--- src/hw/uphy_pkg.sv ---
// Operation
// - bit 18 set disables both pull-down groups
// - se0 auto-resume sets bit 13 until cleared
// - k auto-resume sets bit 12 until cleared
// - line-state change delayed two-power bits 11:8
// - bit 7 selects hardware or polled resume
// - bits 6:4 drive transceiver config inputs
package uphy_pkg;
  // register byte addresses
  localparam logic [7:0]  ADDR_CTRL     = 8'h40;
  localparam logic [7:0]  ADDR_STATUS   = 8'h44;
  localparam logic [7:0]  ADDR_MASK     = 8'h48;
  localparam logic [7:0]  ADDR_LINE     = 8'h4c;
  // control field positions
  localparam int          PD_DIS_BIT    = 18;
  localparam int          RES_SE0_BIT   = 13;
  localparam int          RES_K_BIT     = 12;
  localparam int          FILT_LSB      = 8;
  localparam int          FILT_MSB      = 11;
  localparam int          AUTO_RES_BIT  = 7;
  localparam int          CFG_LSB       = 4;
  localparam int          CFG_MSB       = 6;
  localparam logic [31:0] CTRL_RW_MASK  = 32'h0004_3ff0;
  localparam logic [31:0] CTRL_RESET    = 32'h0000_0000;
  // interrupt status bits
  localparam int          IRQ_SE0_BIT   = 0;
  localparam int          IRQ_K_BIT     = 1;
  localparam int          IRQ_LINE_BIT  = 2;
  localparam int          IRQ_W         = 3;
  localparam logic [2:0]  IRQ_RESET     = 3'h0;
  // line states
  localparam logic [1:0]  LS_SE0        = 2'h0;
  localparam logic [1:0]  LS_J          = 2'h1;
  localparam logic [1:0]  LS_K          = 2'h2;
  localparam int          FILT_CNT_W    = 16;
  // suspend controller
  typedef enum logic [1:0] {
    ST_RUN    = 2'h0,
    ST_SUSP   = 2'h1,
    ST_RESUME = 2'h3
  } uphy_state_t;
endpackage : uphy_pkg

--- src/hw/uphy_linefilt.sv ---
`timescale 1ns/1ps
module uphy_linefilt
  import uphy_pkg::*;
(
  input  wire logic       pclk,     // interface clock
  input  wire logic       presetn,  // async reset, active low
  input  wire logic [3:0] lim_log,  // log2 of hold cycles
  input  wire logic [1:0] din,      // synchronised line state
  output logic      [1:0] dout      // filtered line state
);
  logic [1:0]            cand;
  logic [FILT_CNT_W-1:0] cnt;
  wire  [FILT_CNT_W-1:0] lim = (FILT_CNT_W'(1) << lim_log) - FILT_CNT_W'(1);

  // a new value must hold steady 2^n cycles; a bounce restarts the count
  always_ff @(posedge pclk or negedge presetn) begin
    if (!presetn) begin
      cand <= LS_SE0;
      cnt  <= '0;
      dout <= LS_SE0;
    end else if (din == dout) begin
      cand <= din;
      cnt  <= '0;
    end else if (din != cand) begin
      cand <= din;
      cnt  <= '0;
    // compare with >= so that a limit lowered mid-count cannot strand cnt above it
    end else if (cnt >= lim) begin
      dout <= din;
      cnt  <= '0;
    end else begin
      cnt <= cnt + FILT_CNT_W'(1);
    end
  end

  filt_hold_a: assert property (@(posedge pclk) disable iff (!presetn)
    (dout != $past(dout)) |-> ($past(cnt) >= $past(lim) && $past(din) == dout))
    else $error("filtered line state changed before hold time");
endmodule : uphy_linefilt

--- src/hw/uphy_ctrl.sv ---
`timescale 1ns/1ps
module uphy_ctrl
  import uphy_pkg::*;
(
  input  wire logic        pclk,          // interface clock, 40 MHz
  input  wire logic        presetn,       // async reset, active low
  input  wire logic        psel,          // apb select
  input  wire logic        penable,       // apb enable
  input  wire logic        pwrite,        // apb direction
  input  wire logic [7:0]  paddr,         // apb byte address
  input  wire logic [31:0] pwdata,        // apb write data
  output logic      [31:0] prdata,        // apb read data
  output logic             pready,        // apb ready
  output logic             pslverr,       // apb error, unmapped address
  input  wire logic [1:0]  line_state,    // raw transceiver line state pins
  input  wire logic        suspend_req,   // suspend request from usb_interface_unit
  output logic [1:0]       pulldown_disable,          // one per port group
  output logic [2:0]       transceiver_config_inputs, // to transceiver pins
  output logic             resume_pulse,  // hardware resume done
  output logic             irq            // level interrupt
);
  ////////////////////////////////////////////////////////////////////////////////
  // bus decode
  logic [31:0]    ctrl;
  logic [IRQ_W-1:0] status;
  logic [IRQ_W-1:0] mask;
  logic [1:0]     ls_s1, ls_s2, ls_s3, ls_stable, ls_filt, ls_filt_q;
  uphy_state_t    state;
  uphy_state_t    next_state;

  wire access   = psel & penable & pready;
  wire hit_ctrl = paddr == ADDR_CTRL;
  wire hit_stat = paddr == ADDR_STATUS;
  wire hit_mask = paddr == ADDR_MASK;
  wire hit_line = paddr == ADDR_LINE;
  wire mapped   = hit_ctrl | hit_stat | hit_mask | hit_line;
  wire wr_ctrl  = access & pwrite & hit_ctrl;
  wire wr_mask  = access & pwrite & hit_mask;
  wire rd_stat  = access & !pwrite & hit_stat;

  // reserved bits come back as zero because ctrl never stores them
  wire [31:0] rd_val = hit_ctrl ? ctrl :
                       hit_stat ? {29'h0, status} :
                       hit_mask ? {29'h0, mask} :
                       hit_line ? {28'h0, state, ls_filt} : 32'h0;

  // one wait state: pready rises in the second access cycle
  always_ff @(posedge pclk or negedge presetn) begin
    if (!presetn) begin
      pready  <= 1'b0;
      prdata  <= 32'h0;
      pslverr <= 1'b0;
    end else begin
      pready  <= psel & penable & !pready;
      prdata  <= (psel & penable & !pready & !pwrite) ? rd_val : 32'h0;
      pslverr <= psel & penable & !pready & !mapped;
    end
  end

  ////////////////////////////////////////////////////////////////////////////////
  // line state: three stages, a change counts once stages two and three agree
  always_ff @(posedge pclk or negedge presetn) begin
    if (!presetn) begin
      ls_s1     <= LS_SE0;
      ls_s2     <= LS_SE0;
      ls_s3     <= LS_SE0;
      ls_stable <= LS_SE0;
      ls_filt_q <= LS_SE0;
    end else begin
      ls_s1     <= line_state;
      ls_s2     <= ls_s1;
      ls_s3     <= ls_s2;
      ls_stable <= (ls_s2 == ls_s3) ? ls_s3 : ls_stable;
      ls_filt_q <= ls_filt;
    end
  end

  uphy_linefilt u_filt (
    .pclk    (pclk),
    .presetn (presetn),
    .lim_log (ctrl[FILT_MSB:FILT_LSB]),
    .din     (ls_stable),
    .dout    (ls_filt)
  );

  ////////////////////////////////////////////////////////////////////////////////
  // suspend controller
  wire auto_res  = ctrl[AUTO_RES_BIT];
  wire wake_line = (ls_filt == LS_K) | (ls_filt == LS_SE0);
  wire ev_se0    = (state == ST_RESUME) & (ls_filt == LS_SE0);
  wire ev_k      = (state == ST_RESUME) & (ls_filt == LS_K);
  wire ev_line   = ls_filt != ls_filt_q;

  // without auto resume software polls the line register and drops suspend_req
  always_comb begin
    case (state)
      // the unit needs the pulse cycle to drop its request, else suspend is re-entered
      ST_RUN:    next_state = (suspend_req & !resume_pulse) ? ST_SUSP : ST_RUN;
      ST_SUSP:   next_state = (auto_res & wake_line) ? ST_RESUME :
                              (suspend_req ? ST_SUSP : ST_RUN);
      ST_RESUME: next_state = ST_RUN;
      default:   next_state = ST_RUN;
    endcase
  end

  always_ff @(posedge pclk or negedge presetn) begin
    if (!presetn) begin
      state        <= ST_RUN;
      resume_pulse <= 1'b0;
    end else begin
      state        <= next_state;
      resume_pulse <= state == ST_RESUME;
    end
  end

  ////////////////////////////////////////////////////////////////////////////////
  // control register: hardware set of a resume flag wins over a clearing write
  wire [31:0] ctrl_wr = (pwdata & CTRL_RW_MASK) | (ctrl & ~CTRL_RW_MASK);
  wire        se0_w0  = wr_ctrl & !pwdata[RES_SE0_BIT];
  wire        k_w0    = wr_ctrl & !pwdata[RES_K_BIT];
  wire        next_se0 = ev_se0 | (ctrl[RES_SE0_BIT] & !se0_w0);
  wire        next_k   = ev_k | (ctrl[RES_K_BIT] & !k_w0);

  always_ff @(posedge pclk or negedge presetn) begin
    if (!presetn) begin
      ctrl <= CTRL_RESET;
    end else begin
      ctrl <= wr_ctrl ? ctrl_wr : ctrl;
      ctrl[RES_SE0_BIT] <= next_se0;
      ctrl[RES_K_BIT]   <= next_k;
    end
  end

  ////////////////////////////////////////////////////////////////////////////////
  // interrupts: sticky events, cleared by reading status, set wins over the read
  wire [IRQ_W-1:0] events = {ev_line, ev_k, ev_se0};

  always_ff @(posedge pclk or negedge presetn) begin
    if (!presetn) begin
      status <= IRQ_RESET;
      mask   <= IRQ_RESET;
      irq    <= 1'b0;
    end else begin
      status <= events | (rd_stat ? IRQ_RESET : status);
      mask   <= wr_mask ? pwdata[IRQ_W-1:0] : mask;
      irq    <= |(status & mask);
    end
  end

  ////////////////////////////////////////////////////////////////////////////////
  // pin outputs straight from the control flops
  assign pulldown_disable          = {2{ctrl[PD_DIS_BIT]}};
  assign transceiver_config_inputs = ctrl[CFG_MSB:CFG_LSB];

  ////////////////////////////////////////////////////////////////////////////////
  // checks
  pd_follow_a: assert property (@(posedge pclk) disable iff (!presetn)
    wr_ctrl |=> pulldown_disable == {2{$past(pwdata[PD_DIS_BIT])}})
    else $error("pull-down disable does not follow write");

  se0_set_a: assert property (@(posedge pclk) disable iff (!presetn)
    ev_se0 |=> ctrl[RES_SE0_BIT] ##1 ctrl[RES_SE0_BIT] || $past(se0_w0))
    else $error("se0 resume flag not set");

  se0_hold_a: assert property (@(posedge pclk) disable iff (!presetn)
    (ctrl[RES_SE0_BIT] && !se0_w0) |=> ctrl[RES_SE0_BIT])
    else $error("se0 resume flag dropped without clearing write");

  k_flag_a: assert property (@(posedge pclk) disable iff (!presetn)
    (ev_k || (ctrl[RES_K_BIT] && !k_w0)) |=> ctrl[RES_K_BIT])
    else $error("k resume flag not set or not held");

  poll_mode_a: assert property (@(posedge pclk) disable iff (!presetn)
    (state == ST_SUSP && !auto_res) |=> state != ST_RESUME)
    else $error("hardware resume while auto resume is off");

  cfg_pins_a: assert property (@(posedge pclk) disable iff (!presetn)
    wr_ctrl |=> transceiver_config_inputs == $past(pwdata[CFG_MSB:CFG_LSB]))
    else $error("transceiver config pins do not follow write");

  rsvd_zero_a: assert property (@(posedge pclk) disable iff (!presetn)
    (psel && penable && !pready && !pwrite && hit_ctrl) |=> (prdata & ~CTRL_RW_MASK) == 32'h0)
    else $error("reserved control bits read non-zero");

  pready_pulse_a: assert property (@(posedge pclk) disable iff (!presetn)
    pready |=> !pready)
    else $error("ready stood longer than one cycle");

  err_ready_a: assert property (@(posedge pclk) disable iff (!presetn)
    pslverr |-> pready)
    else $error("slave error without ready");

  rdata_idle_a: assert property (@(posedge pclk) disable iff (!presetn)
    !(psel && penable && !pready && !pwrite) |=> prdata == 32'h0)
    else $error("read data not zero outside a read");

  stat_clear_a: assert property (@(posedge pclk) disable iff (!presetn)
    rd_stat |=> status == $past(events))
    else $error("status not cleared by read, or event lost");

  stat_hold_a: assert property (@(posedge pclk) disable iff (!presetn)
    !rd_stat |=> (status & $past(status)) == $past(status))
    else $error("status bit dropped without a read");

  irq_level_a: assert property (@(posedge pclk) disable iff (!presetn)
    irq == |$past(status & mask))
    else $error("interrupt does not follow masked status");

  line_evt_a: assert property (@(posedge pclk) disable iff (!presetn)
    (ls_filt != ls_filt_q) |=> status[IRQ_LINE_BIT])
    else $error("filtered line change did not set status");

  wake_exit_a: assert property (@(posedge pclk) disable iff (!presetn)
    resume_pulse |=> state != ST_SUSP)
    else $error("suspend re-entered while resume was reported");

  cfg_hold_a: assert property (@(posedge pclk) disable iff (!presetn)
    !wr_ctrl |=> $stable(transceiver_config_inputs))
    else $error("transceiver config pins changed without a write");

  auto_wake_c: cover property (@(posedge pclk) disable iff (!presetn)
    state == ST_SUSP ##1 state == ST_RESUME ##1 resume_pulse);
  irq_c: cover property (@(posedge pclk) disable iff (!presetn) irq ##[1:4] rd_stat);
  line_c: cover property (@(posedge pclk) disable iff (!presetn) ev_line && ctrl[FILT_MSB]);
  poll_c: cover property (@(posedge pclk) disable iff (!presetn)
    state == ST_SUSP && !auto_res && ls_filt == LS_K);
endmodule : uphy_ctrl

--- config.mk ---
export PLATFORM = sky130hd
export DESIGN_NAME = uphy_ctrl
export DESIGN_NICKNAME = d
export VERILOG_FILES = /design/src/hw/uphy_pkg.sv /design/src/hw/uphy_linefilt.sv /design/src/hw/uphy_ctrl.sv
export SDC_FILE = /design/constraint.sdc
export NUM_CORES = 1
export LEC_CHECK = 0
export BUFFER_PORTS_ARGS = -buffer_cell sky130_fd_sc_hd__buf_2
export CORE_UTILIZATION = 50
export DETAILED_ROUTE_END_ITERATION = 10
export HOLD_SLACK_MARGIN = 0.08
export PLACE_DENSITY_LB_ADDON = 0.3
export SLEW_MARGIN = 20
export SYNTH_ARGS = -nofsm -noshare
export SYNTH_HDL_FRONTEND = slang
export SYNTH_SLANG_ARGS = --single-unit
--- constraint.sdc ---
create_clock -name pclk -period 6.74 [get_ports pclk]
set_input_delay 1.348 -clock pclk [delete_from_list [all_inputs] [get_ports pclk]]
set_output_delay 1.348 -clock pclk [all_outputs]
set_load 0.03 [all_outputs]
==> run summary, run 1 <==
The run finished with clean final reports. Entering global routing, the biggest net connects 70 pins. For the number of primary I/O pins, the log shows 89. The via count of the first global-routing pass was 2,185.

For the core area, the log shows 6760 um2. The post-route fraction of the period consumed by the critical path is 0.521. The post-cts hold buffer count was 0. STA classifies the critical path startpoint as a flip-flop.

Ranked by total cell area, the synthesized netlist is headed by sky130_fd_sc_hd__dfrtp_1 49%, sky130_fd_sc_hd__ha_1 6.4%, sky130_fd_sc_hd__buf_4 4.5%. The peak per-stage delay on the critical path came out at 0.54 ns. The quantity of I/O buffers inserted on ports works out to 69. In the post-synthesis netlist, the cell with the most instances is sky130_fd_sc_hd__dfrtp_1. The worst max-slew margin expressed relative to the limit is 0.444. The DRC violation count after routing came out at 0. The critical-path maximum fanout is 16.

The net switching fraction of the power is 0.275, and the portion of total power attributed to the clock network is 0.339. The critical path capture point type was a flip-flop. The kind of cell adding the most delay to the critical path was simple AND/OR/NAND/NOR gates. The fraction of final layout cells sized beyond drive strength 1 was 0.292; the detailed-route via count was 2,400. The number of instances in the synthesized netlist was 321; the share of the synthesized area in the top cell type was 0.494. After clock tree synthesis, the repair step resized 0 gates. The detailed router finished its first iteration with 106 violations. TritonCTS built the clock tree. For the sequential area share after synthesis, the log shows 0.494.

At the worst endpoint, the required time is 7.00 ns. Setup repair after global routing left no endpoint under its margin. The utilization after layout is 0.575. After global routing the overflow that remains totals 0. The logs give 0.113 for the share of power burned in combinational logic and 3490 um2 for the combined area of all synthesized cells. The row count is 30, and the initial core utilization is 0.517. Later-pin clock latency in the skew report: 0.34 ns. After clock tree synthesis, the clock-pin slew on the worst setup and hold paths is 0.07 ns.

Adding up every negative setup slack in the final design gives 0 ns. The post-synthesis cell type count is 47. The data arrival time at the worst-slack endpoint was 3.77 ns; the layout overhead on the synthesized area was 11.2%.

Measured along the x axis, the die boundary spans 85.6 um. Async set-reset flop share out of synthesis: 1.00. The critical path contains buffers and inverters numbering 0 combined. Maximum clock frequency: 0.285 GHz.

The tools report the number of hold-slack violations in the final timing report as 0. Predominant post-synthesis flop cell: sky130_fd_sc_hd__dfrtp_1. The logs give 0 for the number of warning messages in the yosys log and 0 for the total inserted antenna cells. Library cell contributing the largest single delay on the critical path: sky130_fd_sc_hd__nand3_1.

After synthesis, the most frequently instantiated cells are 69 x sky130_fd_sc_hd__dfrtp_1, 36 x sky130_fd_sc_hd__nor2_1, 21 x sky130_fd_sc_hd__buf_4. At the pin with the least slew margin, the transition time is 0.834 ns. Power spread over the standard cell area amounts to 215 nW/um2. The run gives 0 as the number of maximum-capacitance violations. Dominant cell type by area after synthesis: sky130_fd_sc_hd__dfrtp_1. The run gives 9.99 mm as the global-route wire length before repair. The post-route minimum period works out to 3.51 ns. The analysis attributes to net switching a power of 0.000230 W.

The number of iterations in the first detailed-routing pass was 4; the last weighted congestion value of the routability-driven placer was 0.755. The mean number of vias per cell is 5.30, and the die outline height is 85.6 um. The internal power of the cells totals 0.000606 W. The maximum buffer depth of the clock tree is 2. The signal on the critical path passes through nor3_1 > nand2_1 > ha_1 > nor4_1 > a31oi_1 > o22a_1 > ha_1 > a21oi_1 > nor2_1 > a2111oi_2 > nand3_1 > nor2_1.

The floorplan step defined a die boundary enclosing 7320 um2. The number of register bits inferred by synthesis came out at 69. The root buffer cell chosen for the clock tree is sky130_fd_sc_hd__clkbuf_8.

For the number of slew-limit violations in the final report, the log shows 0. The tightest min-delay check is of the flip-flop to flip-flop type. Clock skew on the completed layout was measured at 0.00664 ns.

Summed over all layers, the routed wires come to 5.85 mm. The average cell area after synthesis is 10.9 um2. The worst setup path category was flip-flop to flip-flop. Across the VDD grid, the largest voltage drop is 133 uV. After detailed routing, the average wire length per cell comes to 12.9 um. The run gives 0.548 as the sequential cell fraction of total power. In this run the number of H-tree levels came out at 3. The run gives 69 as the clock net sink count.

Once detail routing completed, the nets flagged for antenna violations numbered 0. The number of enable flip-flop cells after synthesis came out at 0. Counting the buffers created by CTS gives 9. The tools report the global-route total usage across every layer as 0.176. Once the clock tree was built, the setup fixing pass inserted 0 buffers. The logs give 1.95 nW for the static leakage power and 0 for the number of antenna violations at the first check in global routing.

The number of failing setup endpoints in the final timing report is 0, and the HPWL after detailed placement is 4.16 mm. The tools report the final layout net count as 434.
==> layer usage <==
| metal | vias up | global-route usage | share of wire |
|---|---|---|---|
| met5 | - | 0 | 0 |
| met4 | 0 | 0.0682 | 0.017 |
| met3 | 9 | 0.0520 | 0.034 |
| met2 | 55 | 0.283 | 0.49 |
| met1 | 1158 | 0.225 | 0.46 |
| li1 | 1178 | - | - |
==> cells by family (layout without fill, tap and decap cells) <==
kind of cell / after synthesis / after routing / share of synthesized area
compound gates: 38 / 38 / 0.0720
xor+xnor: 24 / 24 / 0.0602
simple gates: 106 / 106 / 0.160
flops: 69 / 69 / 0.494
other cells: 2 / 3 / 0.00215
mux: 20 / 20 / 0.0731
fa+ha+maj: 18 / 18 / 0.0645
buf+inv: 44 / 95 / 0.0741
==> worst paths after layout <==
| check | startpoint | endpoint | slack [ns] | cells past startpoint |
|---|---|---|---|---|
| hold reg to reg | ls_s1[0] | ls_s2[0] | 0.35 | 0 |
| hold / removal | ls_s1[0] | ls_s2[0] | 0.35 | 0 |
| setup reg to reg | ctrl[10] | u_filt.cnt[13] | 3.23 | 12 |
| min in group asynchronous | presetn | prdata[4] | 1.17 | 2 |
| setup / recovery | ctrl[10] | u_filt.cnt[13] | 3.23 | 12 |
| max in group asynchronous | presetn | u_filt.cnt[15] | 5.01 | 2 |
==> placed cells by master (no fill, tap or decap), drive strengths merged, types with 10 or more instances in the layout <==
cell type	n
nand2	18
buf	70
a21oi	12
and2	10
ha	18
xnor2	14
clkbuf	12
xor2	10
nor2	36
dfrtp	69
mux2	17
==> power groups by stage <==
| stage | clock network (W) | logic [W] | registers [W] |
|---|---|---|---|
| 6_report | 0.000284 | 0.0000948 | 0.000458 |
| 4_1_cts | 0.000291 | 0.0000967 | 0.000459 |
| 5_1_grt | 0.000308 | 0.000107 | 0.000463 |
| 3_5_place_dp | 0 | 0.0000962 | 0.000467 |
| 3_3_place_gp | 0 | 0.0000939 | 0.000466 |
| 2_1_floorplan | 0 | 0.0000813 | 0.000455 |
==> final cells by class <==
cell class,count,area [um2]
flip-flops and latches,69,1730
clock buffers,12,135
multi-input cells,209,1510
repair buffers,70,353
inverters,9,33.8
clock inverters,4,25.0
fillers,572,2870
well taps,80,100
==> flip-flops by register name (all words and copies together) (netlist names) <==
register      flops
irq               1
pready            1
ls_s1             2
prdata           16
ls_s3             2
ls_stable         2
state             2
u_filt.cnt       16
ls_s2             2
status            3
ls_filt_q         2
ctrl             11
resume_pulse      1
u_filt.cand       2
u_filt.dout       2
mask              3
pslverr           1
==> per-stage QoR <==
stage	worst slack, ns	instances	hold WS (ns)	area (um2)	total power [W]
final	3.23	453	0.349	3880	0.000837
after floorplan	3.57	322	0.331	3500	0.000537
after global placement	3.26	437	0.334	3720	0.000560
after global routing	2.75	453	0.361	3880	0.000878
after CTS	3.20	453	0.353	3880	0.000847
after detailed placement	3.23	437	0.337	3720	0.000563
==> worst register-to-register path, delay by kind of cell (launching register included) <==
kind	cells	cell delay [ns]
simple gates	6	1.56
compound gates	4	0.83
fa+ha+maj	2	0.52
flops	1	0.52
Note: power is estimated with default switching activity, not from simulation.
==> run 2, diff against run 1 <==
Clock period 6.74 ns to 3.3 ns, I/O delays scaled along.
==> run 2 against run 1 <==
Against the previous run: total power up 120%; via count up 0.92%; hold slack better by 0.0055 ns.
==> run summary, run 2 (same netlist as run 1, synthesis figures left out) <==
The count of nets left with antenna violations after detail routing was 0 (unchanged). Row count: 30 (unchanged). Compared with the post-synthesis result, the final layout area differs by 14.6%. For the sequential cell fraction of total power, the log shows 0.514 (-0.034).

Last element of the critical path: u_filt.dout[0]. The total inserted antenna cells came out at 0 (unchanged). Traced cell by cell, the critical path runs through nor3_2 > nand2_1 > ha_1 > nor4_1 > a31oi_1 > o22a_1 > ha_1 > nand2_1 > nor3_2 > o311ai_0 > a31oi_1 > mux2_2.

The run finished with clean final reports. Setup repair after global routing left no endpoint under its margin. The peak per-stage delay on the critical path works out to 0.45 ns (-0.09 ns).

TritonCTS built the clock tree. For the total power after layout, the log shows 0.00182 W (+120%). The die outline height was 85.6 um (unchanged). The library cells used most frequently in the layout, excluding fill and tap cells, are 69 x sky130_fd_sc_hd__dfrtp_1, 69 x sky130_fd_sc_hd__buf_2, 35 x sky130_fd_sc_hd__nor2_1, 18 x sky130_fd_sc_hd__nand2_1, 18 x sky130_fd_sc_hd__ha_1.

The path class of the tightest hold or removal check is flip-flop to flip-flop. The later-pin clock latency in the skew report was 0.35 ns (about the same). The initial core utilization is 0.517 (unchanged), and the fraction of final layout cells sized beyond drive strength 1 is 0.325 (+0.0324). The tools report the master cell of the clock root buffer as sky130_fd_sc_hd__clkbuf_8. The width of the die came out at 85.6 um (unchanged). The static leakage power was 2.03 nW (+3.8%); the count of cell instances traversed by the critical path was 12 (unchanged). The capture point of the worst reg-to-reg path was u_filt.dout[0]. The cell area power density was 455 nW/um2 (+110%); the design internal power was 0.00133 W (+120%). Number of antenna violations at the first check in global routing: 0 (unchanged).

For the global-route total usage across every layer, the log shows 0.181 (+0.00495). The share of power burned in combinational logic was 0.111 (-0.002); the number of iterations in the first detailed-routing pass was 4 (unchanged). The mean number of vias per cell was 5.24 (-1.0%). Among all stages on the critical path, the largest delay is contributed by sky130_fd_sc_hd__dfrtp_1. The tools report the DRC violation count after routing as 0 (unchanged). The final layout net count came out at 443 (+2.1%). Required time of the worst setup path: 3.54 ns (-3.46 ns). The net switching power came out at 0.000496 W (+120%). The logic depth of the worst register-to-register path was 12 (unchanged). The core area is 6760 um2 (unchanged), and the data arrival time at the worst-slack endpoint is 3.38 ns (-0.39 ns).

The logs give 0.375 (+0.036) for the portion of total power attributed to the clock network and 0.00859 ns (+0.00195 ns) for the worst-case clock skew. Number of filler instances in the final layout: 577 (+0.87%). The global-route wire length before repair is 10.2 mm (+2.4%). The worst setup path is captured at a flip-flop. The run gives 0 (unchanged) as the global-route congestion overflow total.

The maximum buffer depth of the clock tree came out at 2 (unchanged). The tools report the clock net sink count as 69 (unchanged). The run gives 0.16 ns (-3.06 ns) as the register-to-register setup slack. Kind of cell adding the most delay to the critical path: simple AND/OR/NAND/NOR gates. The tools report the number of slew-limit violations in the final report as 0 (unchanged). The logs give 0 (unchanged) for the number of maximum-capacitance violations and 3 (unchanged) for the total number of H-tree levels. The critical path is of the flip-flop to flip-flop type. The post-cts hold buffer count is 0 (unchanged), and the critical-path maximum fanout is 6 (-10). The clock-pin slew on the worst setup and hold paths is 0.08 ns (about the same). The critical path buffer and inverter count came out at 0 (unchanged).

The via count of the first global-routing pass was 2,290 (+4.8%). The wire length after detailed routing was 6.10 mm (+4.3%). Beginning of the critical path: ctrl[10]. The last weighted congestion value of the routability-driven placer was 0.755 (about the same). The logs give 89 (unchanged) for the number of primary I/O pins and 0 ns (unchanged) for the total negative slack.

The post-route minimum period is 3.14 ns (-0.377 ns), and the number of failing setup endpoints in the final timing report is 0 (unchanged). For the worst max-slew margin expressed relative to the limit, the log shows 0.447 (+0.00260). The detailed-route via count came out at 2,422 (+0.92%).

The quantity of I/O buffers inserted on ports works out to 69 (unchanged). The net switching fraction of the power was 0.272 (-0.00323). The worst vdd rail ir drop was 265 uV (+99%). The maximum clock frequency came out at 0.319 GHz (+12%).

The startpoint of the worst register-to-register path is ctrl[10]. For the number of design-rule violations left by the first detailed-router iteration, the log shows 83 (-22%). The transition time at the pin with the least slew margin works out to 0.830 ns (-0.00390 ns). The run gives 9 (unchanged) as the TritonCTS buffer count. The post-route fraction of the period consumed by the critical path came out at 0.951 (+0.429).

The run gives 4.38 mm (+5.4%) as the HPWL after detailed placement. The largest registers in the layout are prdata x16, u_filt.cnt x16, ctrl x11. The number of hold-slack violations in the final timing report was 0 (unchanged); the die area was 7320 um2 (unchanged). The tools report the startpoint class of the critical path as a flip-flop. The tools report the pin count of the biggest net entering global routing as 70 (unchanged). The post-detailed-route wirelength per cell was 13.2 um (+2.3%).
run 2: cell types whose count changed in the layout (fill, tap and decap cells not counted), sizes merged:
| cell | previous run | this run |
|---|---|---|
| bufinv | 0 | 1 |
| buf | 70 | 79 |
| clkinvlp | 2 | 1 |
| inv | 9 | 11 |
| clkbuf | 12 | 9 |
| clkinv | 2 | 3 |
run 2: how the worst min path moves through the flow:
stage / endpoint / from / cells past startpoint
6_report: ls_s2[1] / ls_s1[1] / 0
5_1_grt: ls_s2[1] / ls_s1[1] / 0
4_1_cts: ls_s2[1] / ls_s1[1] / 0
3_5_place_dp: ls_s2[1] / ls_s1[1] / 0
3_3_place_gp: ls_s2[1] / ls_s1[1] / 0
2_1_floorplan: ls_s2[0] / ls_s1[0] / 0
run 2: repair_timing:
action | CTS | global route
hold endpoints to repair | 0 | 0
endpoints found under the setup margin | 0 | 2
setup buffers | 0 | 0
gates resized for setup | 0 | 3
run 2: layout make-up:
| type | instances | area [um2] | area share |
|---|---|---|---|
| Timing Repair Buffer | 79 | 420 | 0.105 |
| Sequential cell | 69 | 1730 | 0.431 |
| Clock inverter | 7 | 73.8 | 0.0184 |
| Clock buffer | 9 | 124 | 0.0309 |
| Multi-Input combinational cell | 209 | 1520 | 0.381 |
| Tap cell | 80 | 100 | 0.0250 |
| Inverter | 9 | 33.8 | 0.00844 |
run 2: power groups by stage:
stage | Clock (W) | Combinational [W] | Sequential [W]
2_1_floorplan | 0 | 0.000166 | 0.000930
3_3_place_gp | 0 | 0.000197 | 0.000951
3_5_place_dp | 0 | 0.000205 | 0.000953
4_1_cts | 0.000702 | 0.000207 | 0.000937
5_1_grt | 0.000739 | 0.000229 | 0.000945
6_report | 0.000683 | 0.000203 | 0.000935
run 2: metrics by stage:
stage / utilization / setup WS [ns] / hold WS [ns] / cell area, um2 / cells
floorplan: - / 0.131 / 0.331 / 3500 / 322
global placement: 0.561 / 0.133 / 0.333 / 3790 / 446
detailed placement: 0.561 / 0.108 / 0.338 / 3790 / 446
CTS: 0.591 / 0.0832 / 0.356 / 3990 / 462
global route: 0.592 / 0.0375 / 0.360 / 4000 / 462
finish: 0.592 / 0.163 / 0.354 / 4000 / 462
run 2: per-layer routing:
metal | up-vias | track usage | routed length [um]
met4 | 0 | 0.0818 | 111
met2 | 68 | 0.298 | 3040
met3 | 11 | 0.0549 | 320
met1 | 1152 | 0.220 | 2630
li1 | 1191 | - | -
met5 | - | 0 | 0
